[src/hdl/wd_config_pkg.sv]
/*
  Constants, field layouts and carrier types for the watchdog configuration bank.
  Assumes one synchronous clock domain shared with the serial shifter and the flag register.
*/
// Operation
// eight mask bits, one per fault or wake flag, all reset to one
// a set mask bit keeps its flag off the interrupt output; flag still recorded
// reset config bits 3:2 choose reset pin role: undervoltage, watchdog or both
// writing one to soft reset bit restores defaults; bit reads back zero
// two independent scratch bytes, reset zero, return last written value
// watchdog config bit 7 disables the whole watchdog when set
// watchdog config bit 6 selects window (zero) or timeout (one) supervision
// watchdog config bits 5:4 select prescale factor one to four
// bits 3:2 set error threshold: every error, fifth error, ninth error
// error counter counts up on errors, down on correct triggers
// error counter never goes below zero
// reaching the threshold performs the selected watchdog action
// bits 1:0 pick action: interrupt low, regulator off 100 ms, reset pulse
// host never writes reserved code 11 to select fields
// reserved bits and registers read zero and ignore writes
// any write to the kick register restarts the timer; it reads zero
// error count readable as a read-only four-bit field, up to fifteen
package wd_config_pkg;

  // ----------------------------------------------------------------------
  // register offsets
  // ----------------------------------------------------------------------
  localparam logic [7:0] ADDR_INTERRUPT_MASK = 8'h0E;
  localparam logic [7:0] ADDR_RESERVED_BLOCK_A = 8'h0F;
  localparam logic [7:0] ADDR_RESET_OUTPUT_CONFIG = 8'h10;
  localparam logic [7:0] ADDR_SCRATCH_PAD_ONE = 8'h11;
  localparam logic [7:0] ADDR_SCRATCH_PAD_TWO = 8'h12;
  localparam logic [7:0] ADDR_WATCHDOG_CONFIG = 8'h13;
  localparam logic [7:0] ADDR_ERROR_COUNT = 8'h14;
  localparam logic [7:0] ADDR_WATCHDOG_KICK = 8'h15;

  // ----------------------------------------------------------------------
  // reset values and field codes
  // ----------------------------------------------------------------------
  localparam logic [7:0] MASK_RESET = 8'hFF;
  localparam logic [7:0] SCRATCH_RESET = 8'h00;
  localparam logic [1:0] RESET_SEL_UNDERVOLTAGE = 2'h0;
  localparam logic [1:0] RESET_SEL_WATCHDOG = 2'h1;
  localparam logic [1:0] RESET_SEL_BOTH = 2'h2;
  localparam logic [1:0] PRESCALE_RESET = 2'h0;
  localparam logic [1:0] THRESH_EVERY = 2'h0;
  localparam logic [1:0] THRESH_FIFTH = 2'h1;
  localparam logic [1:0] THRESH_NINTH = 2'h2;
  localparam logic [1:0] ACTION_INTERRUPT = 2'h0;
  localparam logic [1:0] ACTION_REGULATOR_OFF = 2'h1;
  localparam logic [1:0] ACTION_RESET_PULSE = 2'h2;
  localparam logic [3:0] ERROR_COUNT_RESET = 4'h4;
  localparam logic [3:0] ERROR_COUNT_MAX = 4'hF;
  localparam logic [3:0] LIMIT_EVERY = 4'h1;
  localparam logic [3:0] LIMIT_FIFTH = 4'h5;
  localparam logic [3:0] LIMIT_NINTH = 4'h9;
  localparam int SOFT_RESET_BIT = 0;
  localparam int RESET_SEL_LSB = 2;
  localparam int ERROR_COUNT_LSB = 1;

  // ----------------------------------------------------------------------
  // timing
  // ----------------------------------------------------------------------
  localparam int CLOCK_HZ = 125_000_000;
  localparam int REGULATOR_OFF_MS = 100;
  localparam int REGULATOR_OFF_CYCLES = CLOCK_HZ / 1000 * REGULATOR_OFF_MS;
  localparam int RESET_PULSE_CYCLES = 125;

  // ----------------------------------------------------------------------
  // carriers
  // ----------------------------------------------------------------------
  typedef struct packed {
    logic write;
    logic read;
    logic [7:0] addr;
    logic [7:0] wdata;
  } reg_req_t;

  typedef struct packed {
    logic [1:0] resetOutputSelect;
  } reset_cfg_t;

  typedef struct packed {
    logic watchdogDisable;
    logic watchdogTypeSelect;
    logic [1:0] watchdogPrescale;
    logic [1:0] errorThresholdSelect;
    logic [1:0] timeoutActionSelect;
  } wd_cfg_t;

  localparam wd_cfg_t WD_CFG_RESET = '{1'b0, 1'b0, PRESCALE_RESET, THRESH_EVERY,
                                       ACTION_RESET_PULSE};

endpackage

[src/hdl/watchdog_config_register_bank.sv]
/*
  Watchdog configuration bank: mask, reset-pin select, soft reset, scratch bytes,
  watchdog settings, saturating error counter and the timeout actions.
  Assumes the serial shifter delivers whole, checked register accesses as one-cycle
  strobes on ref_clk, and the watchdog timer reports errors and good triggers likewise.
  Assumes the flag register drives flagStatus on ref_clk, so it needs no synchroniser;
  only the undervoltage comparator arrives from outside the clock domain.
  Limitation: while the regulator is off the host loses power, so the bank must keep
  counting on its own clock and restore the supply without any host action.
*/
`timescale 1ns/1ps
module watchdog_config_register_bank
  import wd_config_pkg::*;
#(
  parameter int REGULATOR_OFF_COUNT = REGULATOR_OFF_CYCLES,
  parameter int RESET_PULSE_COUNT = RESET_PULSE_CYCLES
) (
  input wire logic ref_clk,
  input wire logic rst,
  input wire reg_req_t regReq,
  output logic [7:0] regRdata,
  input wire logic [7:0] flagStatus,
  input wire logic regulatorUndervoltage,
  input wire logic watchdogError,
  input wire logic watchdogGoodTrigger,
  output wd_cfg_t watchdogConfig,
  output logic [2:0] prescaleFactor,
  output logic watchdogKick,
  output logic interrupt_out_n,
  output logic regulatorEnable,
  output logic resetPinN
);

  // ----------------------------------------------------------------------
  // elaboration checks
  // ----------------------------------------------------------------------
  // a zero count would leave an action that never shows on its pin
  if (REGULATOR_OFF_COUNT < 1 || RESET_PULSE_COUNT < 1) begin : g_count_low
    $error("timer counts must be at least one cycle");
  end
  // both timers share one width, so their sum must stay inside an int
  if (REGULATOR_OFF_COUNT > 32'h3FFF_FFFF ||
      RESET_PULSE_COUNT > 32'h3FFF_FFFF) begin : g_count_high
    $error("timer counts too large for the shared timer width");
  end

  localparam int TW = $clog2(REGULATOR_OFF_COUNT + RESET_PULSE_COUNT + 1);

  // threshold code to the count that fires the action
  // reserved code 11 falls back to acting on every error, the safest reading
  function automatic logic [3:0] errorLimit(input logic [1:0] code);
    unique case (code)
      THRESH_FIFTH: errorLimit = LIMIT_FIFTH;
      THRESH_NINTH: errorLimit = LIMIT_NINTH;
      default: errorLimit = LIMIT_EVERY;
    endcase
  endfunction

  // a write to a given offset, used by every writable register, soft reset and the kick
  // one shared decode keeps every register aligned on the same offsets
  function automatic logic writeTo(input reg_req_t req, input logic [7:0] a);
    writeTo = req.write && (req.addr == a);
  endfunction

  // ----------------------------------------------------------------------
  // undervoltage comparator synchroniser
  // ----------------------------------------------------------------------
  // uvMeta is read by nothing but uvSync, so a metastable level never fans out
  logic uvMeta;
  logic uvSync;
  logic next_uvMeta;
  logic next_uvSync;

  // the comparator is asynchronous to ref_clk, so two flops before use
  // the extra two cycles of latency are far below any reset timing
  always_comb begin
    next_uvMeta = regulatorUndervoltage;
    next_uvSync = uvMeta;
  end

  // reset to no undervoltage so the reset pin comes out of rst released
  always_ff @(posedge ref_clk) begin
    if (rst) begin
      uvMeta <= 1'b0;
      uvSync <= 1'b0;
    end else begin
      uvMeta <= next_uvMeta;
      uvSync <= next_uvSync;
    end
  end

  // ----------------------------------------------------------------------
  // configuration registers
  // ----------------------------------------------------------------------
  // live register state, and the values they take at the next edge
  logic [7:0] interruptMask;
  logic [7:0] scratchOne;
  logic [7:0] scratchTwo;
  reset_cfg_t resetCfg;
  wd_cfg_t wdCfg;
  logic [7:0] next_interruptMask;
  logic [7:0] next_scratchOne;
  logic [7:0] next_scratchTwo;
  reset_cfg_t next_resetCfg;
  wd_cfg_t next_wdCfg;
  logic softReset;

  // soft reset is decoded from the write itself, so defaults land at the taking edge
  assign softReset = writeTo(regReq, ADDR_RESET_OUTPUT_CONFIG) &&
                     regReq.wdata[SOFT_RESET_BIT];

  // soft reset takes priority over the data of the same write, so the bit
  // never stores and reads back zero
  // writes to the kick, reserved and count offsets fall through untouched
  always_comb begin
    next_interruptMask = interruptMask;
    next_scratchOne = scratchOne;
    next_scratchTwo = scratchTwo;
    next_resetCfg = resetCfg;
    next_wdCfg = wdCfg;
    if (softReset) begin
      next_interruptMask = MASK_RESET;
      next_scratchOne = SCRATCH_RESET;
      next_scratchTwo = SCRATCH_RESET;
      next_resetCfg.resetOutputSelect = RESET_SEL_UNDERVOLTAGE;
      next_wdCfg = WD_CFG_RESET;
    end else begin
      if (writeTo(regReq, ADDR_INTERRUPT_MASK)) begin
        next_interruptMask = regReq.wdata;
      end
      if (writeTo(regReq, ADDR_SCRATCH_PAD_ONE)) begin
        next_scratchOne = regReq.wdata;
      end
      if (writeTo(regReq, ADDR_SCRATCH_PAD_TWO)) begin
        next_scratchTwo = regReq.wdata;
      end
      if (writeTo(regReq, ADDR_RESET_OUTPUT_CONFIG)) begin
        next_resetCfg.resetOutputSelect = regReq.wdata[RESET_SEL_LSB +: 2];
      end
      if (writeTo(regReq, ADDR_WATCHDOG_CONFIG)) begin
        next_wdCfg = wd_cfg_t'(regReq.wdata);
      end
    end
  end

  // power-on and soft reset give the same defaults; only their timing differs
  always_ff @(posedge ref_clk) begin
    if (rst) begin
      interruptMask <= MASK_RESET;
      scratchOne <= SCRATCH_RESET;
      scratchTwo <= SCRATCH_RESET;
      resetCfg.resetOutputSelect <= RESET_SEL_UNDERVOLTAGE;
      wdCfg <= WD_CFG_RESET;
    end else begin
      interruptMask <= next_interruptMask;
      scratchOne <= next_scratchOne;
      scratchTwo <= next_scratchTwo;
      resetCfg <= next_resetCfg;
      wdCfg <= next_wdCfg;
    end
  end

  // ----------------------------------------------------------------------
  // error counter and action timers
  // ----------------------------------------------------------------------
  // the counter is not touched by soft reset, so a host cannot wipe its own history
  logic [3:0] errorCount;
  logic [3:0] next_errorCount;
  logic wdIntHold;
  logic next_wdIntHold;
  logic [TW-1:0] regOffTimer;
  logic [TW-1:0] next_regOffTimer;
  logic [TW-1:0] pulseTimer;
  logic [TW-1:0] next_pulseTimer;
  logic fireAction;
  logic [3:0] bumped;

  // a disabled watchdog neither counts nor acts
  // an error and a good trigger in one cycle cancel, leaving the count unchanged
  // the count clears once the action fires, so each action needs a fresh run of errors
  always_comb begin
    fireAction = 1'b0;
    bumped = errorCount;
    next_errorCount = errorCount;
    if (!wdCfg.watchdogDisable) begin
      if (watchdogError && !watchdogGoodTrigger) begin
        bumped = (errorCount == ERROR_COUNT_MAX) ? errorCount : errorCount + 4'h1;
        if (bumped >= errorLimit(wdCfg.errorThresholdSelect)) begin
          fireAction = 1'b1;
          next_errorCount = '0;
        end else begin
          next_errorCount = bumped;
        end
      end else if (watchdogGoodTrigger && !watchdogError) begin
        if (errorCount != '0) begin
          next_errorCount = errorCount - 4'h1;
        end
      end
    end
  end

  // action timers; a new trigger restarts a running one
  // soft reset leaves a running action alone; cutting it short could strand the host
  always_comb begin
    next_wdIntHold = wdIntHold;
    next_regOffTimer = regOffTimer;
    next_pulseTimer = pulseTimer;
    if (regOffTimer != '0) begin
      next_regOffTimer = regOffTimer - 1'b1;
    end
    if (pulseTimer != '0) begin
      next_pulseTimer = pulseTimer - 1'b1;
    end
    if (watchdogGoodTrigger) begin
      next_wdIntHold = 1'b0;
    end
    if (fireAction) begin
      unique case (wdCfg.timeoutActionSelect)
        ACTION_INTERRUPT: next_wdIntHold = 1'b1; // set wins over clear
        ACTION_REGULATOR_OFF: next_regOffTimer = TW'(REGULATOR_OFF_COUNT);
        ACTION_RESET_PULSE: next_pulseTimer = TW'(RESET_PULSE_COUNT);
        default: next_wdIntHold = wdIntHold;
      endcase
    end
  end

  // power-on count starts part way up, so early errors act sooner
  always_ff @(posedge ref_clk) begin
    if (rst) begin
      errorCount <= ERROR_COUNT_RESET;
      wdIntHold <= 1'b0;
      regOffTimer <= '0;
      pulseTimer <= '0;
    end else begin
      errorCount <= next_errorCount;
      wdIntHold <= next_wdIntHold;
      regOffTimer <= next_regOffTimer;
      pulseTimer <= next_pulseTimer;
    end
  end

  // ----------------------------------------------------------------------
  // pins, kick and read-back
  // ----------------------------------------------------------------------
  logic next_interrupt_out_n;
  logic next_regulatorEnable;
  logic next_resetPinN;
  logic next_watchdogKick;
  logic [7:0] next_regRdata;
  logic wdPulseActive;

  // the watchdog reset pulse lasts while its timer runs
  assign wdPulseActive = (pulseTimer != '0);

  // all pins are registered so no decode glitch reaches a pin
  // the read data is zero outside a read, so the shifter can merge it freely
  always_comb begin
    next_interrupt_out_n = !(|(flagStatus & ~interruptMask) || wdIntHold);
    next_regulatorEnable = (regOffTimer == '0);
    next_watchdogKick = writeTo(regReq, ADDR_WATCHDOG_KICK);
    unique case (resetCfg.resetOutputSelect)
      RESET_SEL_WATCHDOG: next_resetPinN = !wdPulseActive;
      RESET_SEL_BOTH: next_resetPinN = !(wdPulseActive || uvSync);
      default: next_resetPinN = !uvSync;
    endcase
    next_regRdata = 8'h00;
    if (regReq.read) begin
      unique case (regReq.addr)
        ADDR_INTERRUPT_MASK: next_regRdata = interruptMask;
        ADDR_RESET_OUTPUT_CONFIG: next_regRdata =
            8'(resetCfg.resetOutputSelect) << RESET_SEL_LSB;
        ADDR_SCRATCH_PAD_ONE: next_regRdata = scratchOne;
        ADDR_SCRATCH_PAD_TWO: next_regRdata = scratchTwo;
        ADDR_WATCHDOG_CONFIG: next_regRdata = wdCfg;
        ADDR_ERROR_COUNT: next_regRdata = 8'(errorCount) << ERROR_COUNT_LSB;
        default: next_regRdata = 8'h00;
      endcase
    end
  end

  // pins come out of reset inactive: interrupt high, supply on, reset released
  always_ff @(posedge ref_clk) begin
    if (rst) begin
      interrupt_out_n <= 1'b1;
      regulatorEnable <= 1'b1;
      resetPinN <= 1'b1;
      watchdogKick <= 1'b0;
      regRdata <= 8'h00;
    end else begin
      interrupt_out_n <= next_interrupt_out_n;
      regulatorEnable <= next_regulatorEnable;
      resetPinN <= next_resetPinN;
      watchdogKick <= next_watchdogKick;
      regRdata <= next_regRdata;
    end
  end

  // configuration goes to the watchdog timer straight from the register
  assign watchdogConfig = wdCfg;
  assign prescaleFactor = {1'b0, wdCfg.watchdogPrescale} + 3'h1;

endmodule

[config.mk]
export PLATFORM = sky130hd
export DESIGN_NAME = watchdog_config_register_bank
export DESIGN_NICKNAME = d
export VERILOG_FILES = /design/src/hdl/wd_config_pkg.sv /design/src/hdl/watchdog_config_register_bank.sv
export SDC_FILE = /design/constraint.sdc
export NUM_CORES = 1
export LEC_CHECK = 0
export ABC_AREA = 1
export BUFFER_PORTS_ARGS = -buffer_cell sky130_fd_sc_hd__buf_2
export CELL_PAD_IN_SITES_DETAIL_PLACEMENT = 1
export CELL_PAD_IN_SITES_GLOBAL_PLACEMENT = 2
export CORE_MARGIN = 2
export CORE_UTILIZATION = 31
export CTS_BUF_LIST = sky130_fd_sc_hd__clkbuf_8
export CTS_CLUSTER_DIAMETER = 30
export DETAILED_ROUTE_END_ITERATION = 16
export MAX_ROUTING_LAYER = met4
export PLACE_DENSITY_LB_ADDON = 0.3
export SLEW_MARGIN = 25
export SYNTH_ARGS = -nofsm -noshare
export SYNTH_HDL_FRONTEND = slang
export SYNTH_SLANG_ARGS = --single-unit
[constraint.sdc]
create_clock -name ref_clk -period 2 [get_ports ref_clk]
set_clock_uncertainty 0.05 [all_clocks]
set_input_delay 0.1 -clock ref_clk [delete_from_list [all_inputs] [get_ports ref_clk]]
set_output_delay 0.1 -clock ref_clk [all_outputs]
set_load 0.005 [all_outputs]
==> results of run 1 <==
[sequential cells by signal, indices dropped and copies added (netlist names)]
name             cells
interruptMask        8
pulseTimer          24
regRdata             8
interrupt_out_n      1
resetPinN            1
uvSync               1
watchdogConfig       8
regOffTimer         24
scratchOne           8
next_uvSync          1
regulatorEnable      1
wdIntHold            1
watchdogKick         1
errorCount           4
resetCfg             2
scratchTwo           8
[power by group]
| part | internal, uW | switching (uW) |
|---|---|---|
| clock network | 510 | 878 |
| logic | 1850 | 3030 |
| registers | 2450 | 416 |
| total | 4810 | 4320 |
[cells by family (layout without fill, tap and decap cells)]
| family | count (synthesis) | count (layout) | synth area share (%) |
|---|---|---|---|
| adders and majority gates | 16 | 16 | 3.71 |
| and+or+nand+nor | 473 | 473 | 37.3 |
| buffers and inverters | 94 | 194 | 7.57 |
| AOI/OAI and AO/OA | 95 | 95 | 9.45 |
| DFF | 101 | 101 | 37.4 |
| xor gates and xnor gates | 28 | 28 | 4.54 |
[metrics by stage]
step	cells	setup TNS, ns	hold WS (ns)
final	1132	-0.219	0.0162
after global routing	1132	-4.95	0.0299
after CTS	1130	0	0.0182
after detailed placement	1094	-4.74	0.271
after global placement	1094	-0.967	0.261
after floorplan	807	0	0.146
[layer usage]
metal	track usage (%)	wire length (um)
met1	22.5	7480
met4	6.25	345
met2	34.9	8500
met3	2.80	319
met5	-	0
[final timing paths]
check | depth (start not counted) | slack [ns] | startpoint | endpoint
max reg2reg | 11 | -0.03 | errorCount[1]$_SDFFE_PP0P_ | pulseTimer[2]$_SDFF_PP0_
min reg2reg | 2 | 0.37 | next_uvSync$_SDFF_PP0_ | uvSync$_SDFF_PP0_
min | 4 | 0.02 | flagStatus[3] | interrupt_out_n$_SDFF_PP1_
max | 11 | -0.03 | errorCount[1]$_SDFFE_PP0P_ | pulseTimer[2]$_SDFF_PP0_
[cell usage in the layout, fill, tap and decap left out, drive strengths merged]
cell type	n
clkbuf	9
nand2	235
nand4	20
or2	9
nor3	2
xor2	7
clkinv	2
nor4b	1
o21ai	28
a211oi	1
a31o	1
dlygate4sd3	17
o22ai	2
o211ai	3
a221oi	2
buf	86
nor3b	1
a21oi	58
inv	80
dfxtp	101
ha	16
nand3	53
xnor2	21
nor2	152
[area by class of cell]
class / count / area [um^2] / share of cell area (%)
multi-input combinational: 612 / 3030 / 46.2
sequential: 101 / 2030 / 31.0
timing repair buffer: 103 / 728 / 11.1
inverter: 75 / 282 / 4.29
tap: 225 / 282 / 4.29
clock buffer: 9 / 124 / 1.89
clock inverter: 7 / 83.8 / 1.28
[worst register-to-register path: stages (launching register included)]
cell	delay, ns
dfxtp_4	0.38
ha_4	0.17
a211oi_2	0.23
a21oi_2	0.07
ha_1	0.32
nand2_1	0.07
inv_1	0.07
nand2_2	0.06
nand2_4	0.12
nand4_4	0.14
buf_6	0.18
a21oi_1	0.12
[what timing repair did]
item                                    in CTS  in global routing
setup buffers                                3                  2
gates resized for setup                      9                  8
endpoints found under the hold margin       34                  1
pin swaps                                    2                  5
hold buffers                                17                  1
endpoints found under the setup margin      50                 53
==> run summary, run 1 <==
Vias - 5391
DP Area - 6080 um^2
Worst-path clk slew - 0.12 ns
Max VDD drop - 0.425 mV
CP max stage delay - 0.38 ns
DRT iter0 DRCs - 207
grt total ovfl - 0
part of the Yosys area used for sequential elements - 37.4%
fin nets - 949
Tmin final - 2.03 ns
Clock Sinks - 101
Worst Path Buf+Inv - 2
worst slew pin tran - 0.460 ns
Syn Area/Cell - 6.69 um^2
Chip Height - 136 um
via density per instance - 4.76
status - finished, violations left
dpl ws - -0.143 ns
n_diodes - 0
cell accounting for the most synthesized area - dfxtp_1
register bit count reported by yosys - 101
CP top delay family - adder cells
HPWL after DPL - 13.0 mm
global-route usage over all layers - 19.6%
Util after Layout - 38.2%
Tcrit/Tclk final - 101%
total routed wirelength - 16.6 mm
FILL cells - 2259
Yosys top cell area share - 37.4%
CTS tree - built
first-pass GRT wire length - 27.8 mm
Core Region - 17200 um^2
die area - 18500 um^2
CP Launch Type - flip-flop
Setup violations, final - 24
CP max-delay cell - dfxtp_4
Mapped Nets - 854
top cells by area, synth - dfxtp_1, nand2_1, nor2_1
FMAX - 0.493 GHz
final setup margin - -0.0277 ns
Mapped Area - 5400 um^2
PD cells - 1390 nW/um^2
chip width - 136 um
IO Pins - 54
count leader, synth - nand2_1
pin count of the biggest net entering global routing - 27
Synth Flop Type - dfxtp_1
Avg WL per Cell - 14.7 um
Post-synth top cells - nand2_1, nor2_1, dfxtp_1
crit end category - flip-flop
yosys warns - 0
Leak - 0.00294 uW
Final Power - 9140 uW
vias in the first global route - 5724
max cap viols - 0
initial core utilization - 31.5%
ANT nets after route - 0
number of unique standard cell types used by synthesis - 34
RePlAce Congestion - 0.883
layout cells sized above 1 - 15.7%
Cell Rows - 48
Remaining DRCs - 0
RSZ-0062 raised after global routing - true
CTS Buf Count - 9
Post-synth EDFFs - 0
worst min-delay path category - in2reg
initial antenna violation count - 0
endpoints failing hold - 0
WP data arrival - 2.31 ns
clock insertion delay at the later pin of the skew report - 0.39 ns
share of flip-flops with an asynchronous set or reset - 0%
clock buffer depth - 2
H-tree Lvls - 3
area grow syn2layout - 21.3%
Setup Crit Path Kind - reg2reg
Port Buffers - 53
Slew Limit Fails - 0
Worst Path Required - 2.28 ns
CTS root buffer - clkbuf_8
Slew HR - 69.0%
Design Area, Final - 6560 um^2
Mapped Cells - 807
critical-path cell list - ha_4 > a211oi_2 > a21oi_2 > ha_1 > nand2_1 > inv_1 > nand2_2 > nand2_4 > nand4_4 > buf_6 > a21oi_1
worst-path maximum fanout - 6
DRT Pass-1 Iters - 4
failing checks - negative setup slack
Note: power is estimated with default switching activity, not from simulation.
==> inputs of run 2 (changes only) <==
- CORE_ASPECT_RATIO: not set -> 1.75
==> run 2 against run 1 <==
  * The run now ends clean
  * Wire length up 8.0%
  * Sequential cell count unchanged
  * Cell count up 0.71%
  * First-iteration DRC count down 58%
  * Register-to-register slack better by 0.04 ns
  * Worst hold slack better by 0.00075 ns
  * Largest cell class unchanged
  * Count of clock-buffer cells in the layout up 1
==> run summary, run 2 (synthesized netlist as in run 1, its figures left out) <==
status - finished clean
n_diodes - 0
layout cells sized above 1 - 17.6%
PD cells - 1400 nW/um^2
area grow syn2layout - 23.3%
endpoints failing hold - 0
CP max-delay cell - dfxtp_4
final setup margin - 0.00927 ns
Sequential Area - 2030 um^2
Final Power - 9290 uW
initial core utilization - 31.7%
RePlAce Congestion - 0.825
FILL cells - 2235
chip width - 104 um
RSZ-0062 raised after global routing - true
clock insertion delay at the later pin of the skew report - 0.39 ns
area of the multi-input gates - 3110 um^2
Worst-path clk slew - 0.11 ns
Core Region - 17000 um^2
CTS Buf Count - 9
fin nets - 955
FMAX - 0.502 GHz
crit end category - flip-flop
CP max stage delay - 0.38 ns
most frequent cells in the layout - nand2_1, nor2_1, dfxtp_1
Vias - 5485
DRT Pass-1 Iters - 4
global-route usage over all layers - 20.5%
Clock Sinks - 101
Leak - 0.00296 uW
first-pass GRT wire length - 29.0 mm
max cap viols - 0
Chip Height - 179 um
dpl ws - -0.140 ns
biggest regs - pulseTimer x24, regOffTimer x24
pin count of the biggest net entering global routing - 27
Tcrit/Tclk final - 99.5%
CTS root buffer - clkbuf_8
initial antenna violation count - 0
r2r setup slk - 0.009 ns
Setup violations, final - 0
ANT nets after route - 0
via density per instance - 4.81
Tmin final - 1.99 ns
most common cell after layout, fill and taps aside - nand2_1
Util after Layout - 39.1%
worst setup path startpoint - errorCount[0]$_SDFFE_PP0P_
Setup Crit Path Kind - reg2reg
CP most frequent cell - nand2_2
worst min-delay path category - in2reg
setup_tns - 0 ns
worst slew pin tran - 0.449 ns
vias in the first global route - 6003
Worst R2R End - regOffTimer[1]$_SDFF_PP0_
Worst Path Required - 2.24 ns
Slew Limit Fails - 0
DRT iter0 DRCs - 87
Cell Rows - 63
Avg WL per Cell - 15.8 um
Remaining DRCs - 0
HPWL after DPL - 14.2 mm
grt total ovfl - 0
CP endpoint - regOffTimer[1]$_SDFF_PP0_
WP data arrival - 2.23 ns
Max VDD drop - 0.372 mV
H-tree Lvls - 3
clock buffer depth - 2
cell depth of the worst flop-to-flop path - 13
R2R Path Start - errorCount[0]$_SDFFE_PP0P_
hold path startpoint - flagStatus[3]
critical-path cell list - ha_4 > buf_4 > nand2_2 > nand3_4 > ha_4 > nand2_2 > inv_2 > nand2_2 > nand2_4 > nand4_4 > nand2_2 > buf_12 > nor2_1
CTS tree - built
total routed wirelength - 18.0 mm
Port Buffers - 53
Slew HR - 70.1%
die area - 18500 um^2
CP Launch Type - flip-flop
worst-path maximum fanout - 12
IO Pins - 54
-- run 2: cell count changes in the layout (fill, tap and decap cells not counted), moves of 3 or more --
| cell | previous run | this run |
|---|---|---|
| inv_8 | 3 | 0 |
| ha_1 | 15 | 12 |
| nand2_2 | 4 | 7 |
| a21oi_2 | 4 | 9 |
| nand2_1 | 229 | 226 |
| buf_4 | 28 | 35 |
| a21oi_1 | 54 | 49 |
-- run 2: worst min path at each step --
stage | depth (start not counted) | to
after floorplan | 2 | errorCount[2]$_SDFFE_PP1P_
after global placement | 3 | next_uvSync$_SDFF_PP0_
after detailed placement | 3 | next_uvSync$_SDFF_PP0_
after CTS | 4 | interrupt_out_n$_SDFF_PP1_
after global routing | 4 | interrupt_out_n$_SDFF_PP1_
final | 4 | interrupt_out_n$_SDFF_PP1_
-- run 2: power by group --
part           internal (uW)  switching, uW  total, uW
registers               2450            408       2860
logic                   1870           3140       5010
clock network            624            800       1420
-- run 2: timing repair --
item / in CTS / in global routing
setup buffers: 0 / 2
resized for setup: 12 / 23
hold buffers: 17 / 2
endpoints found under the hold margin: 31 / 1
pin swaps: 3 / 4
setup endpoints to repair: 52 / 53
-- run 2: routing by layer --
layer	wire length, um	GRT usage, %
met5	0	-
met4	748	10.9
met2	10200	41.2
met3	405	2.45
met1	6590	18.5
-- run 2: final cells by class --
| class | instances | share of cell area [%] |
|---|---|---|
| clock inverter | 6 | 1.01 |
| inverter | 75 | 4.23 |
| sequential | 101 | 30.5 |
| clock buffer | 10 | 2.07 |
| timing repair buffer | 109 | 11.3 |
| tap | 227 | 4.26 |
| multi-input combinational | 612 | 46.7 |
-- run 2: critical path, delay by kind of cell (launching register included) --
kind / cells / cell delay [ns]
and+or+nand+nor: 8 / 0.66
buffers and inverters: 3 / 0.34
DFF: 1 / 0.38
adders and majority gates: 2 / 0.47
-- run 2: through the flow --
| stage | cells | hold WS, ns | area, um^2 |
|---|---|---|---|
| CTS | 1137 | 0.00383 | 6540 |
| global placement | 1104 | 0.326 | 6110 |
| finish | 1140 | 0.0170 | 6660 |
| floorplan | 807 | 0.146 | 5410 |
| detailed placement | 1104 | 0.330 | 6110 |
| global route | 1140 | 0.0135 | 6660 |
